## src/design/mmd_memory_map_defs.vh

```
/*
  Constants for the memory map decoder: file addresses, bus word
  indices, field positions, reset values and variant codes.
  Assumes it is included by its bare name from the design file.
*/
`ifndef MMD_MEMORY_MAP_DEFS_VH
`define MMD_MEMORY_MAP_DEFS_VH

// ==========================================================
// Register file addresses
`define MMD_A_INDIRECT   5'h00
`define MMD_A_TIMER      5'h01
`define MMD_A_PCL        5'h02
`define MMD_A_STATUS     5'h03
`define MMD_A_FPTR       5'h04
`define MMD_A_PIN_A      5'h05
`define MMD_A_PIN_B      5'h06
`define MMD_A_PIN_C      5'h07
`define MMD_A_GP_FIRST   5'h08
`define MMD_A_BANK_FIRST 5'h10

// ==========================================================
// Bus word indices: top of the register file and words beyond it
`define MMD_I_FILE_TOP   8'h1f
`define MMD_I_DIR_A      8'h20
`define MMD_I_DIR_B      8'h21
`define MMD_I_DIR_C      8'h22
`define MMD_I_OPTION     8'h23
`define MMD_I_PC         8'h24

// ==========================================================
// Status fields
`define MMD_ST_PAGE_HI   6
`define MMD_ST_PAGE_LO   5
`define MMD_ST_TO        4
`define MMD_ST_PD        3
`define MMD_ST_WR_MASK   8'he7

// ==========================================================
// Reset values and fixed pointer read bits
`define MMD_RST_STATUS   8'h18
`define MMD_RST_FPTR     8'h00
`define MMD_RST_DIR      8'hff
`define MMD_RST_OPTION   6'h3f
`define MMD_FPTR_FIX_UNB 8'he0
`define MMD_FPTR_FIX_BNK 8'h80

// ==========================================================
// Variant codes
`define MMD_V_512        3'h0
`define MMD_V_512_PC     3'h1
`define MMD_V_1K         3'h2
`define MMD_V_2K_PC      3'h3
`define MMD_V_2K         3'h4

`endif

```

## src/design/mmd_memory_map.v

```verilog
/*
  Memory map decoder of a small 8-bit controller: program counter,
  paging, register file with special and general registers, direct
  and pointer addressing, bank selection, and an Avalon-MM slave.
  Assumes one clock, a core on the same clock, and asynchronous pins
  that are synchronised here before use.
*/
// Summary of operation
// - Program counter is 9, 10 or 11 bits
// - Addresses beyond implemented space wrap around
// - Reset starts fetch at last program word
// - Increment past reset vector wraps to zero
// - Status page bits select upper program page
// - Pointer bits select data bank on large parts
// - Operands addressed directly or through pointer
// - Small parts: 7 special, 25 general registers
// - Small third-port part: 8 special, 24 general
// - Large third-port part adds 48 banked registers
// - Large part without port adds 48 banked
// - Address zero redirects through the file pointer
// - Core registers mapped upward from address one
// - Address seven is third port or general
// - General registers from 08h through 1Fh
// - Direction and prescaler kept outside the map
// - Only low program counter byte is in the file; bus reads the whole counter
`timescale 1ns/100ps
`include "mmd_memory_map_defs.vh"

module mmd_memory_map #(
  parameter [2:0] VARIANT = `MMD_V_2K
) (
  input  wire        sys_clk,
  input  wire        arst_n,
  // Core fetch side
  input  wire        fetch_advance,
  input  wire        jump_valid,
  input  wire [8:0]  jump_target,
  output reg  [10:0] prog_addr,
  // Core operand side
  input  wire        op_valid,
  input  wire        op_write,
  input  wire [4:0]  op_addr,
  input  wire [7:0]  op_wdata,
  output reg  [7:0]  op_rdata,
  output reg         op_ready,
  input  wire        flags_we,
  input  wire [2:0]  flags_in,
  input  wire        dir_we,
  input  wire [1:0]  dir_sel,
  input  wire [7:0]  dir_wdata,
  input  wire        option_we,
  input  wire [5:0]  option_wdata,
  output reg  [5:0]  option_value,
  // Pins
  input  wire [3:0]  pin_a_in,
  output reg  [3:0]  pin_a_out,
  output reg  [3:0]  pin_a_oe,
  input  wire [7:0]  pin_b_in,
  output reg  [7:0]  pin_b_out,
  output reg  [7:0]  pin_b_oe,
  input  wire [7:0]  pin_c_in,
  output reg  [7:0]  pin_c_out,
  output reg  [7:0]  pin_c_oe,
  // Avalon-MM slave
  input  wire [9:0]  avs_address,
  input  wire        avs_read,
  input  wire        avs_write,
  input  wire [31:0] avs_writedata,
  input  wire [3:0]  avs_byteenable,
  output reg  [31:0] avs_readdata,
  output reg         avs_waitrequest
);

  // ==========================================================
  // Variant shape
  // Counter width per variant; unused high bits are masked off
  localparam PC_W = (VARIANT == `MMD_V_2K || VARIANT == `MMD_V_2K_PC) ?
                    11 : ((VARIANT == `MMD_V_1K) ? 10 : 9);
  localparam [10:0] PC_MASK = (PC_W == 11) ? 11'h7ff :
                              ((PC_W == 10) ? 11'h3ff : 11'h1ff);
  localparam HAS_PORT_C = (VARIANT == `MMD_V_512_PC) ||
                          (VARIANT == `MMD_V_2K_PC);
  localparam BANKED = (VARIANT == `MMD_V_2K) ||
                      (VARIANT == `MMD_V_2K_PC);
  localparam [7:0] FPTR_FIX = BANKED ? `MMD_FPTR_FIX_BNK :
                                       `MMD_FPTR_FIX_UNB;

  // ==========================================================
  // State
  reg  [10:0] pc_reg;
  reg  [7:0]  timer_count_reg;
  reg  [7:0]  status_flags_reg;
  reg  [7:0]  file_pointer_reg;
  reg  [7:0]  latch_a_reg;
  reg  [7:0]  latch_b_reg;
  reg  [7:0]  latch_c_reg;
  reg  [7:0]  dir_a_reg;
  reg  [7:0]  dir_b_reg;
  reg  [7:0]  dir_c_reg;
  reg  [5:0]  option_reg;
  reg  [19:0] pin_meta_reg;
  reg  [19:0] pin_sync_reg;
  reg  [7:0]  gp_mem [0:127];

  reg  [10:0] pc_next;
  reg         acc_go;
  reg         acc_core;
  reg         acc_wr;
  reg  [7:0]  acc_idx;
  reg  [7:0]  acc_wdata;
  reg  [4:0]  eff_addr;
  reg  [6:0]  phys;
  reg  [7:0]  file_rdata;
  reg  [7:0]  acc_rdata;
  reg         file_space;
  reg  [7:0]  status_next;

  wire [3:0]  sync_a = pin_sync_reg[3:0];
  wire [7:0]  sync_b = pin_sync_reg[11:4];
  wire [7:0]  sync_c = pin_sync_reg[19:12];

  // ==========================================================
  // Physical index of a general register
  // Common registers below 10h ignore the bank so that every bank
  // sees the same 08h-0Fh block; upper half is banked on large parts.
  function [6:0] gp_index;
    input [4:0] addr;
    input [7:0] fptr;
    begin
      if (BANKED && addr >= `MMD_A_BANK_FIRST)
        gp_index = {fptr[6:5], addr};
      else
        gp_index = {2'b00, addr};
    end
  endfunction

  // Address seven holds storage unless the third port exists
  function is_gp;
    input [4:0] addr;
    begin
      if (addr == `MMD_A_PIN_C)
        is_gp = !HAS_PORT_C;
      else
        is_gp = (addr >= `MMD_A_GP_FIRST);
    end
  endfunction

  // ==========================================================
  // Access arbitration
  // The core wins every cycle; the bus is served only when the core
  // is idle, so a busy core can hold waitrequest high indefinitely.
  always @* begin
    acc_core  = op_valid;
    acc_go    = 1'b0;
    acc_wr    = 1'b0;
    acc_idx   = 8'h00;
    acc_wdata = 8'h00;
    if (op_valid) begin
      acc_go    = 1'b1;
      acc_wr    = op_write;
      acc_idx   = {3'b000, op_addr};
      acc_wdata = op_wdata;
    end else if ((avs_read || avs_write) && avs_waitrequest) begin
      acc_go    = 1'b1;
      acc_wr    = avs_write && avs_byteenable[0];
      acc_idx   = avs_address[9:2];
      acc_wdata = avs_writedata[7:0];
    end
  end

  // ==========================================================
  // Operand decode
  // Zero in the address field means use the pointer as the address
  always @* begin
    file_space = (acc_idx <= `MMD_I_FILE_TOP);
    if (acc_idx[4:0] == `MMD_A_INDIRECT)
      eff_addr = file_pointer_reg[4:0];
    else
      eff_addr = acc_idx[4:0];
    phys = gp_index(eff_addr, file_pointer_reg);
  end

  // Read data of the register file, general registers first
  always @* begin
    if (is_gp(eff_addr))
      file_rdata = gp_mem[phys];
    else begin
      case (eff_addr)
        `MMD_A_INDIRECT: file_rdata = 8'h00; // Pointer to itself
        `MMD_A_TIMER:    file_rdata = timer_count_reg;
        `MMD_A_PCL:      file_rdata = pc_reg[7:0];
        `MMD_A_STATUS:   file_rdata = status_flags_reg;
        `MMD_A_FPTR:     file_rdata = file_pointer_reg | FPTR_FIX;
        `MMD_A_PIN_A:    file_rdata = {4'h0, sync_a};
        `MMD_A_PIN_B:    file_rdata = sync_b;
        `MMD_A_PIN_C:    file_rdata = sync_c;
        default:         file_rdata = 8'h00;
      endcase
    end
  end

  // Bus-only words: direction and prescaler; the whole counter is read at the bus answer
  always @* begin
    if (file_space)
      acc_rdata = file_rdata;
    else begin
      case (acc_idx)
        `MMD_I_DIR_A:  acc_rdata = dir_a_reg;
        `MMD_I_DIR_B:  acc_rdata = dir_b_reg;
        `MMD_I_DIR_C:  acc_rdata = dir_c_reg;
        `MMD_I_OPTION: acc_rdata = {2'b00, option_reg};
        default:       acc_rdata = 8'h00;
      endcase
    end
  end

  // ==========================================================
  // Program counter next value
  // A low-byte write clears bit 8 and takes the page from status;
  // upper bits are never written directly.
  always @* begin
    pc_next = pc_reg;
    if (acc_go && acc_wr && file_space && eff_addr == `MMD_A_PCL)
      pc_next = {status_flags_reg[`MMD_ST_PAGE_HI:`MMD_ST_PAGE_LO],
                 1'b0, acc_wdata} & PC_MASK;
    else if (jump_valid)
      pc_next = {status_flags_reg[`MMD_ST_PAGE_HI:`MMD_ST_PAGE_LO],
                 jump_target} & PC_MASK;
    else if (fetch_advance)
      pc_next = (pc_reg + 11'h001) & PC_MASK;
  end

  // Status next value: flag hardware wins over a file write
  always @* begin
    status_next = status_flags_reg;
    if (acc_go && acc_wr && file_space && eff_addr == `MMD_A_STATUS)
      status_next = (acc_wdata & `MMD_ST_WR_MASK) |
                    (status_flags_reg & ~`MMD_ST_WR_MASK);
    if (flags_we)
      status_next = {status_next[7:3], flags_in};
  end

  // ==========================================================
  // Pin synchronisers
  // Two stages on every pin; only the second stage is read
  always @(posedge sys_clk or negedge arst_n) begin
    if (!arst_n) begin
      pin_meta_reg <= 20'h00000;
      pin_sync_reg <= 20'h00000;
    end else begin
      pin_meta_reg <= {pin_c_in, pin_b_in, pin_a_in};
      pin_sync_reg <= pin_meta_reg;
    end
  end

  // ==========================================================
  // Register state
  always @(posedge sys_clk or negedge arst_n) begin
    if (!arst_n) begin
      pc_reg           <= PC_MASK;
      timer_count_reg  <= 8'h00;
      status_flags_reg <= `MMD_RST_STATUS;
      file_pointer_reg <= `MMD_RST_FPTR;
      latch_a_reg      <= 8'h00;
      latch_b_reg      <= 8'h00;
      latch_c_reg      <= 8'h00;
      dir_a_reg        <= `MMD_RST_DIR;
      dir_b_reg        <= `MMD_RST_DIR;
      dir_c_reg        <= `MMD_RST_DIR;
      option_reg       <= `MMD_RST_OPTION;
    end else begin
      pc_reg           <= pc_next;
      status_flags_reg <= status_next;
      if (acc_go && acc_wr && file_space) begin
        case (eff_addr)
          `MMD_A_TIMER: timer_count_reg  <= acc_wdata;
          `MMD_A_FPTR:  file_pointer_reg <= acc_wdata;
          `MMD_A_PIN_A: latch_a_reg      <= {4'h0, acc_wdata[3:0]};
          `MMD_A_PIN_B: latch_b_reg      <= acc_wdata;
          `MMD_A_PIN_C: begin
            if (HAS_PORT_C)
              latch_c_reg <= acc_wdata;
          end
          default: ;
        endcase
      end
      // Direction and prescaler: core strobes, or bus-only words
      if (dir_we) begin
        case (dir_sel)
          2'h0:    dir_a_reg <= dir_wdata;
          2'h1:    dir_b_reg <= dir_wdata;
          2'h2:    dir_c_reg <= dir_wdata;
          default: ;
        endcase
      end else if (acc_go && acc_wr && !acc_core) begin
        case (acc_idx)
          `MMD_I_DIR_A: dir_a_reg <= acc_wdata;
          `MMD_I_DIR_B: dir_b_reg <= acc_wdata;
          `MMD_I_DIR_C: dir_c_reg <= acc_wdata;
          default: ;
        endcase
      end
      if (option_we)
        option_reg <= option_wdata;
      else if (acc_go && acc_wr && !acc_core &&
               acc_idx == `MMD_I_OPTION)
        option_reg <= acc_wdata[5:0];
    end
  end

  // General storage has no reset, as the real file is unknown at power
  always @(posedge sys_clk) begin
    if (acc_go && acc_wr && file_space && is_gp(eff_addr))
      gp_mem[phys] <= acc_wdata;
  end

  // ==========================================================
  // Answers to core and bus
  // Waitrequest is low for exactly the one cycle after service, so
  // the master samples it with the data and then drops the request.
  always @(posedge sys_clk or negedge arst_n) begin
    if (!arst_n) begin
      op_rdata        <= 8'h00;
      op_ready        <= 1'b0;
      avs_readdata    <= 32'h00000000;
      avs_waitrequest <= 1'b1;
    end else begin
      op_ready        <= acc_go && acc_core;
      avs_waitrequest <= !(acc_go && !acc_core);
      if (acc_go && acc_core)
        op_rdata <= acc_rdata;
      if (acc_go && !acc_core) begin
        if (acc_idx == `MMD_I_PC)
          avs_readdata <= {21'h000000, pc_reg};
        else
          avs_readdata <= {24'h000000, acc_rdata};
      end
    end
  end

  // ==========================================================
  // Registered outputs
  // Output enable is the inverse of the direction bit (1 = input)
  always @(posedge sys_clk or negedge arst_n) begin
    if (!arst_n) begin
      prog_addr    <= PC_MASK;
      option_value <= `MMD_RST_OPTION;
      pin_a_out    <= 4'h0;
      pin_a_oe     <= 4'h0;
      pin_b_out    <= 8'h00;
      pin_b_oe     <= 8'h00;
      pin_c_out    <= 8'h00;
      pin_c_oe     <= 8'h00;
    end else begin
      prog_addr    <= pc_next;
      option_value <= option_reg;
      pin_a_out    <= latch_a_reg[3:0];
      pin_a_oe     <= ~dir_a_reg[3:0];
      pin_b_out    <= latch_b_reg;
      pin_b_oe     <= ~dir_b_reg;
      pin_c_out    <= HAS_PORT_C ? latch_c_reg : 8'h00;
      pin_c_oe     <= HAS_PORT_C ? ~dir_c_reg : 8'h00;
    end
  end

endmodule // mmd_memory_map

```

## config.mk

```make
export PLATFORM = sky130hd
export DESIGN_NAME = mmd_memory_map
export DESIGN_NICKNAME = d
export VERILOG_FILES = /design/src/design/mmd_memory_map.v
export VERILOG_INCLUDE_DIRS = /design/src /design/src/design
export SDC_FILE = /design/constraint.sdc
export NUM_CORES = 1
export LEC_CHECK = 0
export ABC_AREA = 0
export BUFFER_PORTS_ARGS = -buffer_cell sky130_fd_sc_hd__buf_2
export CAP_MARGIN = 20
export CORE_ASPECT_RATIO = 1.4
export CORE_MARGIN = 10
export CORE_UTILIZATION = 58
export CTS_CLUSTER_SIZE = 8
export DETAILED_ROUTE_END_ITERATION = 7
export GPL_TIMING_DRIVEN = 1
export PLACE_DENSITY = 0.85
export SLEW_MARGIN = 20
export SYNTH_ARGS = -nofsm -noshare
export SYNTH_HDL_FRONTEND = slang
export SYNTH_SLANG_ARGS = --single-unit
```

## constraint.sdc

```tcl
create_clock -name sys_clk -period 4.3 [get_ports sys_clk]
set_clock_uncertainty 0.05 [all_clocks]
set_input_delay 0.645 -clock sys_clk [delete_from_list [all_inputs] [get_ports sys_clk]]
set_output_delay 0.645 -clock sys_clk [all_outputs]
set_load 0.005 [all_outputs]
```

Word-level counts from Yosys, hierarchy flattened
Memories as Yosys holds them, arrays and structs flattened.
Cells that the tools add are included.

storage, ports and cells
  register bits = 188
  bits in latches = 0
  memory bits (writable) = 1024
  memory bits (read-only) = 0
  output and inout port bits = 99
  word-level logic and storage cells = 114
  memories kept = 1

memory list
  memory  depth  width  read ports  clocked after memory_dff  write ports  RTL line              RTL
  gp_mem  128    8      1           0                         1            mmd_memory_map.v:103  reg [7:0] gp_mem [0:127];

cells by class
  add/sub/neg operators = 1
  multiply operators = 0
  div/mod/pow operators = 0
  magnitude comparators = 3
  equality and inequality tests = 17
  shifts and indexed selects = 0
  mux-type cells = 37
  bitwise gates (word level) = 3
  reduce and logical (&&, ||, !) cells = 30

operators with widths
  operator               number
  $mux 8                 19
  $pmux 8 s7             1
  $mux 11                4
  $eq 8x6->1 const B     5
  $pmux 8 s4             1
  $eq 5x3->1 const B     4
  $mux 6                 2
  $reduce_bool 2->1      6
  $add 11x1->11 const B  1
  $logic_and 1x1->1      11
  $eq 5x2->1 const B     2
  $reduce_and 3->1       3
  $le 8x5->1 const B     1
  $not 8->8              1
  $or 8x5->8             1
  $reduce_and 2->1       4
  $mux 1                 7
  $mux 7                 1
  $ne 2x1->1 const B     3
  $eq 5x1->1 const B     1
  $ge 5x4->1 const B     1
  $ge 5x5->1 const B     1
  $logic_not 5->1        1
  $mux 5                 1
  other kinds (8)        9

Depth between registers and ports, before layout
An unclocked memory read counts as a cell.

  depth after elaboration = 12
  depth in mapped cells = 16
  mapped depth without buffers = 10

Least setup slack after synthesis
OpenSTA, ideal clock, no wires.

  kind = input-to-reg
  start = input op_valid
  end = memory gp_mem[48][0], enable pin
  setup time = 370 ps
  arrival time = 3510 ps
  setup slack = 370 ps
  stages on the path = 12
  path buffers = 4
  cell sequence = buf_6 > or4_4 > o221a_2 > nor4_1 > or2_1 > buf_2 > buf_2 > buf_2 > a21oi_1 > nor3_1 > nand2_1 > nor2_1

between the ends
  cells in the longest elaborated chain, start to end = 8
  elaborated cells between the ends (all ways) = 16
  classes of those cells = 3 x order compare; 1 x eq/ne; 8 x mux; 4 x reduce/logical

RTL lines
  item                                                              RTL line              RTL
  from (decl)                                                       mmd_memory_map.v:40   input wire op_valid,
  $mux 8                                                            mmd_memory_map.v:158  if (op_valid) begin
  $logic_not 5->1 (no source line)                                  -
  $mux 5                                                            mmd_memory_map.v:176  if (acc_idx[4:0] == `MMD_A_INDIRECT)
  $ge 5x4->1 (no source line) / $eq 5x3->1 (equally long branches)  -
  $mux 1                                                            mmd_memory_map.v:141  if (addr == `MMD_A_PIN_C)
  $logic_and 1x1->1                                                 mmd_memory_map.v:313  if (acc_go && acc_wr && file_space && is_gp(eff_addr))
  $mux 1                                                            mmd_memory_map.v:313
  $mux 1 (implied by the code)                                      mmd_memory_map.v:314  gp_mem[phys] <= acc_wdata;
  to (decl)                                                         mmd_memory_map.v:103

Several ways; a longest one is shown, not always the timed one.

Worst setup path in the final report
  start = register avs_waitrequest
  end = register avs_readdata[6]

between the ends
  cells in the longest elaborated chain, start to end = 11
  elaborated cells between the ends (all ways) = 31
  classes of those cells = 3 x order compare; 12 x eq/ne; 12 x mux; 3 x reduce/logical; 1 x memory

RTL lines
  item                              RTL line              RTL
  from (decl)                       mmd_memory_map.v:71   output reg avs_waitrequest
  from (signal assigned)            mmd_memory_map.v:329  avs_waitrequest <= !(acc_go && !acc_core);
  $logic_and 1x1->1 (*)             mmd_memory_map.v:163  end else if ((avs_read || avs_write) && avs_waitrequest) begin
  $mux 8                            mmd_memory_map.v:163
  $mux 8                            mmd_memory_map.v:158
  $logic_not 5->1 (no source line)  -
  $mux 5                            mmd_memory_map.v:176
  $ge 5x5->1 (no source line)       -
  $mux 7                            mmd_memory_map.v:130  if (BANKED && addr >= `MMD_A_BANK_FIRST)
  $mem_v2 128x8                     -
  $mux 8                            mmd_memory_map.v:185  if (is_gp(eff_addr))
  $mux 8                            mmd_memory_map.v:204  if (file_space)
  $mux 11                           mmd_memory_map.v:333  if (acc_idx == `MMD_I_PC)
  to (signal assigned)              mmd_memory_map.v:334  avs_readdata <= {21'h000000, pc_reg};
  to (signal assigned)              mmd_memory_map.v:336  avs_readdata <= {24'h000000, acc_rdata};
  to (decl)                         mmd_memory_map.v:70   output reg [31:0] avs_readdata,

Every way passes the cells marked *; elsewhere a longest branch is shown, timed or not.
A chain may end at the register's enable or synchronous reset.

==> flow_summary.ini <==
[global_route]
antenna_found_initial = 3
grt_first_pass_wirelength_um = 158000
grt_use_total = 0.324
grt_max_degree = 99
grt_pass1_vias = 24601
grt-ovfl-total = 0

[pwr]
vdd_drop_max_mv = 0.334
power.switching_uw = 5320
p_clk_frac = 0.388
p_per_area_nw_per_um2 = 508
p_leak_uw = 0.0148
intPower_uw = 14600
p_comb_frac = 0.151
switching_share = 0.267
seqPwrFrac = 0.461

[routing]
wl_met1_um = 32000
route.detailed.drc = 0
met2WireLength_um = 50500
viasPerCell = 6.70
routedWlPerCell_um = 30.2
dr_wl_met3_um = 14100
initialDrtViolationCount = 3760
wl_um = 107000
ant_nets = 0
dr.pass1.iters = 6
route.vias.total = 23825
top_layer = met5

[clock_tree]
ctsHoldBuffers = 0
cts.sinks = 803
clkSlewWorstSetupHoldPaths_ns = 0.05
cts-resized-gates = 0
cts-root-buf = clkbuf_16
cts_buffers = 110
clock_path_buffers = 3
htreeDepth = 3
cts_setup_buffers = 0
cts_tree = built
clock_latency_ns = 0.65

[min_path]
hp-class = in2async

[floorplan]
start_util = 0.586
fp.dieArea_um2 = 66000
ios = 217
die_x_um = 220
die_h_um = 300
rows = 102
core_area_um2 = 55400

[critical_path]
r2r_start = avs_waitrequest
crit_fanout = 15
crit_slowest_cell = o31ai_1
worst-path-buf-inv = 7
max_stage_delay_ns = 0.51
crit_chain = o21a_1, o221a_2, buf_4, buf_4, o31ai_4, buf_4, buf_4, buf_4, a21oi_1, o22ai_1, buf_4, o211ai_1, o31ai_1, buf_4, and3_1, o21ai_0
cp.arrival_ns = 4.80
required_ns = 4.74
end_kind = flop
cpMostUsedCell = buf_4
regToRegSetupSlack_ns = -0.06
worst_setup_path_start_kind = flop
path_class = reg2reg
r2r-end = avs_readdata[6]
r2r_cells = 16
cp_top_family = compound AO/OA/AOI/OAI gates

[placed_design]
placed_cells = 3393
preCtsSetupSlack_ns = -0.329
hpwlAfterDp_um = 69500
io_buffer_count = 149
place.gp.congestion = 1.03
placed_area_um2 = 36200

[sta]
finalSetupTns_ns = -0.0612
rsz0062_at_grt = yes
worst_slew_pin_slew_ns = 1.07
hold_violations = 0
finalSetupViolCount = 1
fmax_mhz = 229
fin_crit_sh = 1.01
fin_ws_ns = -0.0612
maxSlewHeadroom = 0.284
period_needed_ns = 4.36
slew_viol_final = 0

[final_layout]
layout_common_cells = 640 x edfxtp_1, 295 x nand2_1, 279 x buf_4
final_area_um2 = 39300
final_common_cell = edfxtp_1
fin_nets = 2896
drive_above_1_share = 0.252
finish.utilization = 0.709
final_cell_count_no_fill = 3556
largest_reg_flops = 640
syn2layout_area_growth_pct = 21.0

[logic_synthesis]
synth_xor_area_frac = 0.00243
ys_seq_area_frac = 0.719
yosysWarnings = 0
yosys.area_share.simple = 0.0788
synth_seq_cells = 803
yosys_most_used_dff = edfxtp_1
muxShareOfSynthArea = 0.0655
synth_area_um2 = 32500
synth_edf_count = 640
synth_cell_types = 74
synthCells = 2294
async_flop_share = 0.203
syn_avg_cell_area_um2 = 14.2
synth_top_family_by_area = compound AO/OA/AOI/OAI gates
synthAdderAreaFrac = 0.000385
synth_compound_area_frac = 0.103

[job]
maxCapViolCount = 0

[run_status]
failed_checks = negative setup slack
outcome = finished, violations left
-- per-layer routing --
| layer | vias up | track usage |
|---|---|---|
| li1 | 9576 | - |
| met1 | 11397 | 0.344 |
| met2 | 2218 | 0.518 |
| met3 | 632 | 0.0972 |
| met4 | 2 | 0.281 |
| met5 | - | 0 |
-- synthesized netlist by cell type, types with 7 or more instances --
library cell    n  area share
edfxtp_1      640        0.59
a221o_1        34       0.010
a22oi_1        21      0.0049
nand3_1        54      0.0083
mux2_2         36       0.012
o21ai_0        92       0.014
clkbuf_1       58      0.0067
o22ai_1        35      0.0067
a211oi_1       12      0.0028
dfrtp_1       115       0.089
nor3_1         23      0.0035
nand2_1       295       0.034
a2111oi_0       9      0.0024
o22a_1          7      0.0019
a31oi_1        19      0.0037
buf_1          13      0.0015
a221oi_1       18      0.0049
inv_1          29      0.0034
buf_2          54      0.0083
dfstp_2        48       0.039
a32oi_1         7      0.0019
mux2i_1       109       0.034
or3_1           8      0.0015
nor4_1         11      0.0021
buf_4          44       0.010
nor2_1        164       0.019
o211ai_1       26      0.0060
mux4_2         28       0.019
nand4_1        19      0.0037
a21oi_1       150       0.023
o2111ai_1       8      0.0022
-- power groups by stage --
stage,combinational [uW],sequential (uW),clock (uW)
after floorplan,1430,9190,0
after global placement,2730,9270,0
after detailed placement,2810,9300,0
after CTS,2870,9170,7750
after global routing,3110,9200,8060
final,3020,9190,7740
-- kinds of logic after synthesis --
kind of cell               after synthesis
AOI/OAI and AO/OA                      504
xor gates and xnor gates                 9
adders and majority gates                1
buffers and inverters                  200
DFF                                    803
muxes                                  173
other                                    1
and+or+nand+nor                        603
-- metrics by stage --
stage | total power [uW] | hold slack [ns]
final | 19900 | 0.0489
after global routing | 20400 | 0.0487
after CTS | 19800 | 0.0344
after detailed placement | 12100 | 0.285
after global placement | 12000 | 0.283
after floorplan | 10600 | 0.281
-- final cells by class --
| type | count | area (um^2) |
|---|---|---|
| Antenna cell | 2 | 5.00 |
| Clock buffer | 154 | 2940 |
| Clock inverter | 7 | 96.3 |
| Fill cell | 3188 | 16100 |
| Inverter | 29 | 109 |
| Multi-Input combinational cell | 1383 | 8580 |
| Sequential cell | 803 | 23400 |
| Tap cell | 728 | 911 |
| Timing Repair Buffer | 450 | 3290 |
-- worst max-delay path by stage --
| stage | from | end | cells past startpoint |
|---|---|---|---|
| global route | avs_waitrequest | avs_readdata[0] | 12 |
| CTS | avs_waitrequest | avs_readdata[3] | 11 |
| global placement | op_valid | avs_readdata[6] | 17 |
| finish | avs_waitrequest | avs_readdata[6] | 16 |
| detailed placement | avs_address[6] | avs_readdata[6] | 17 |
| floorplan | op_valid | gp_mem[48][0] | 12 |
Power figures use the tool's default switching activity.
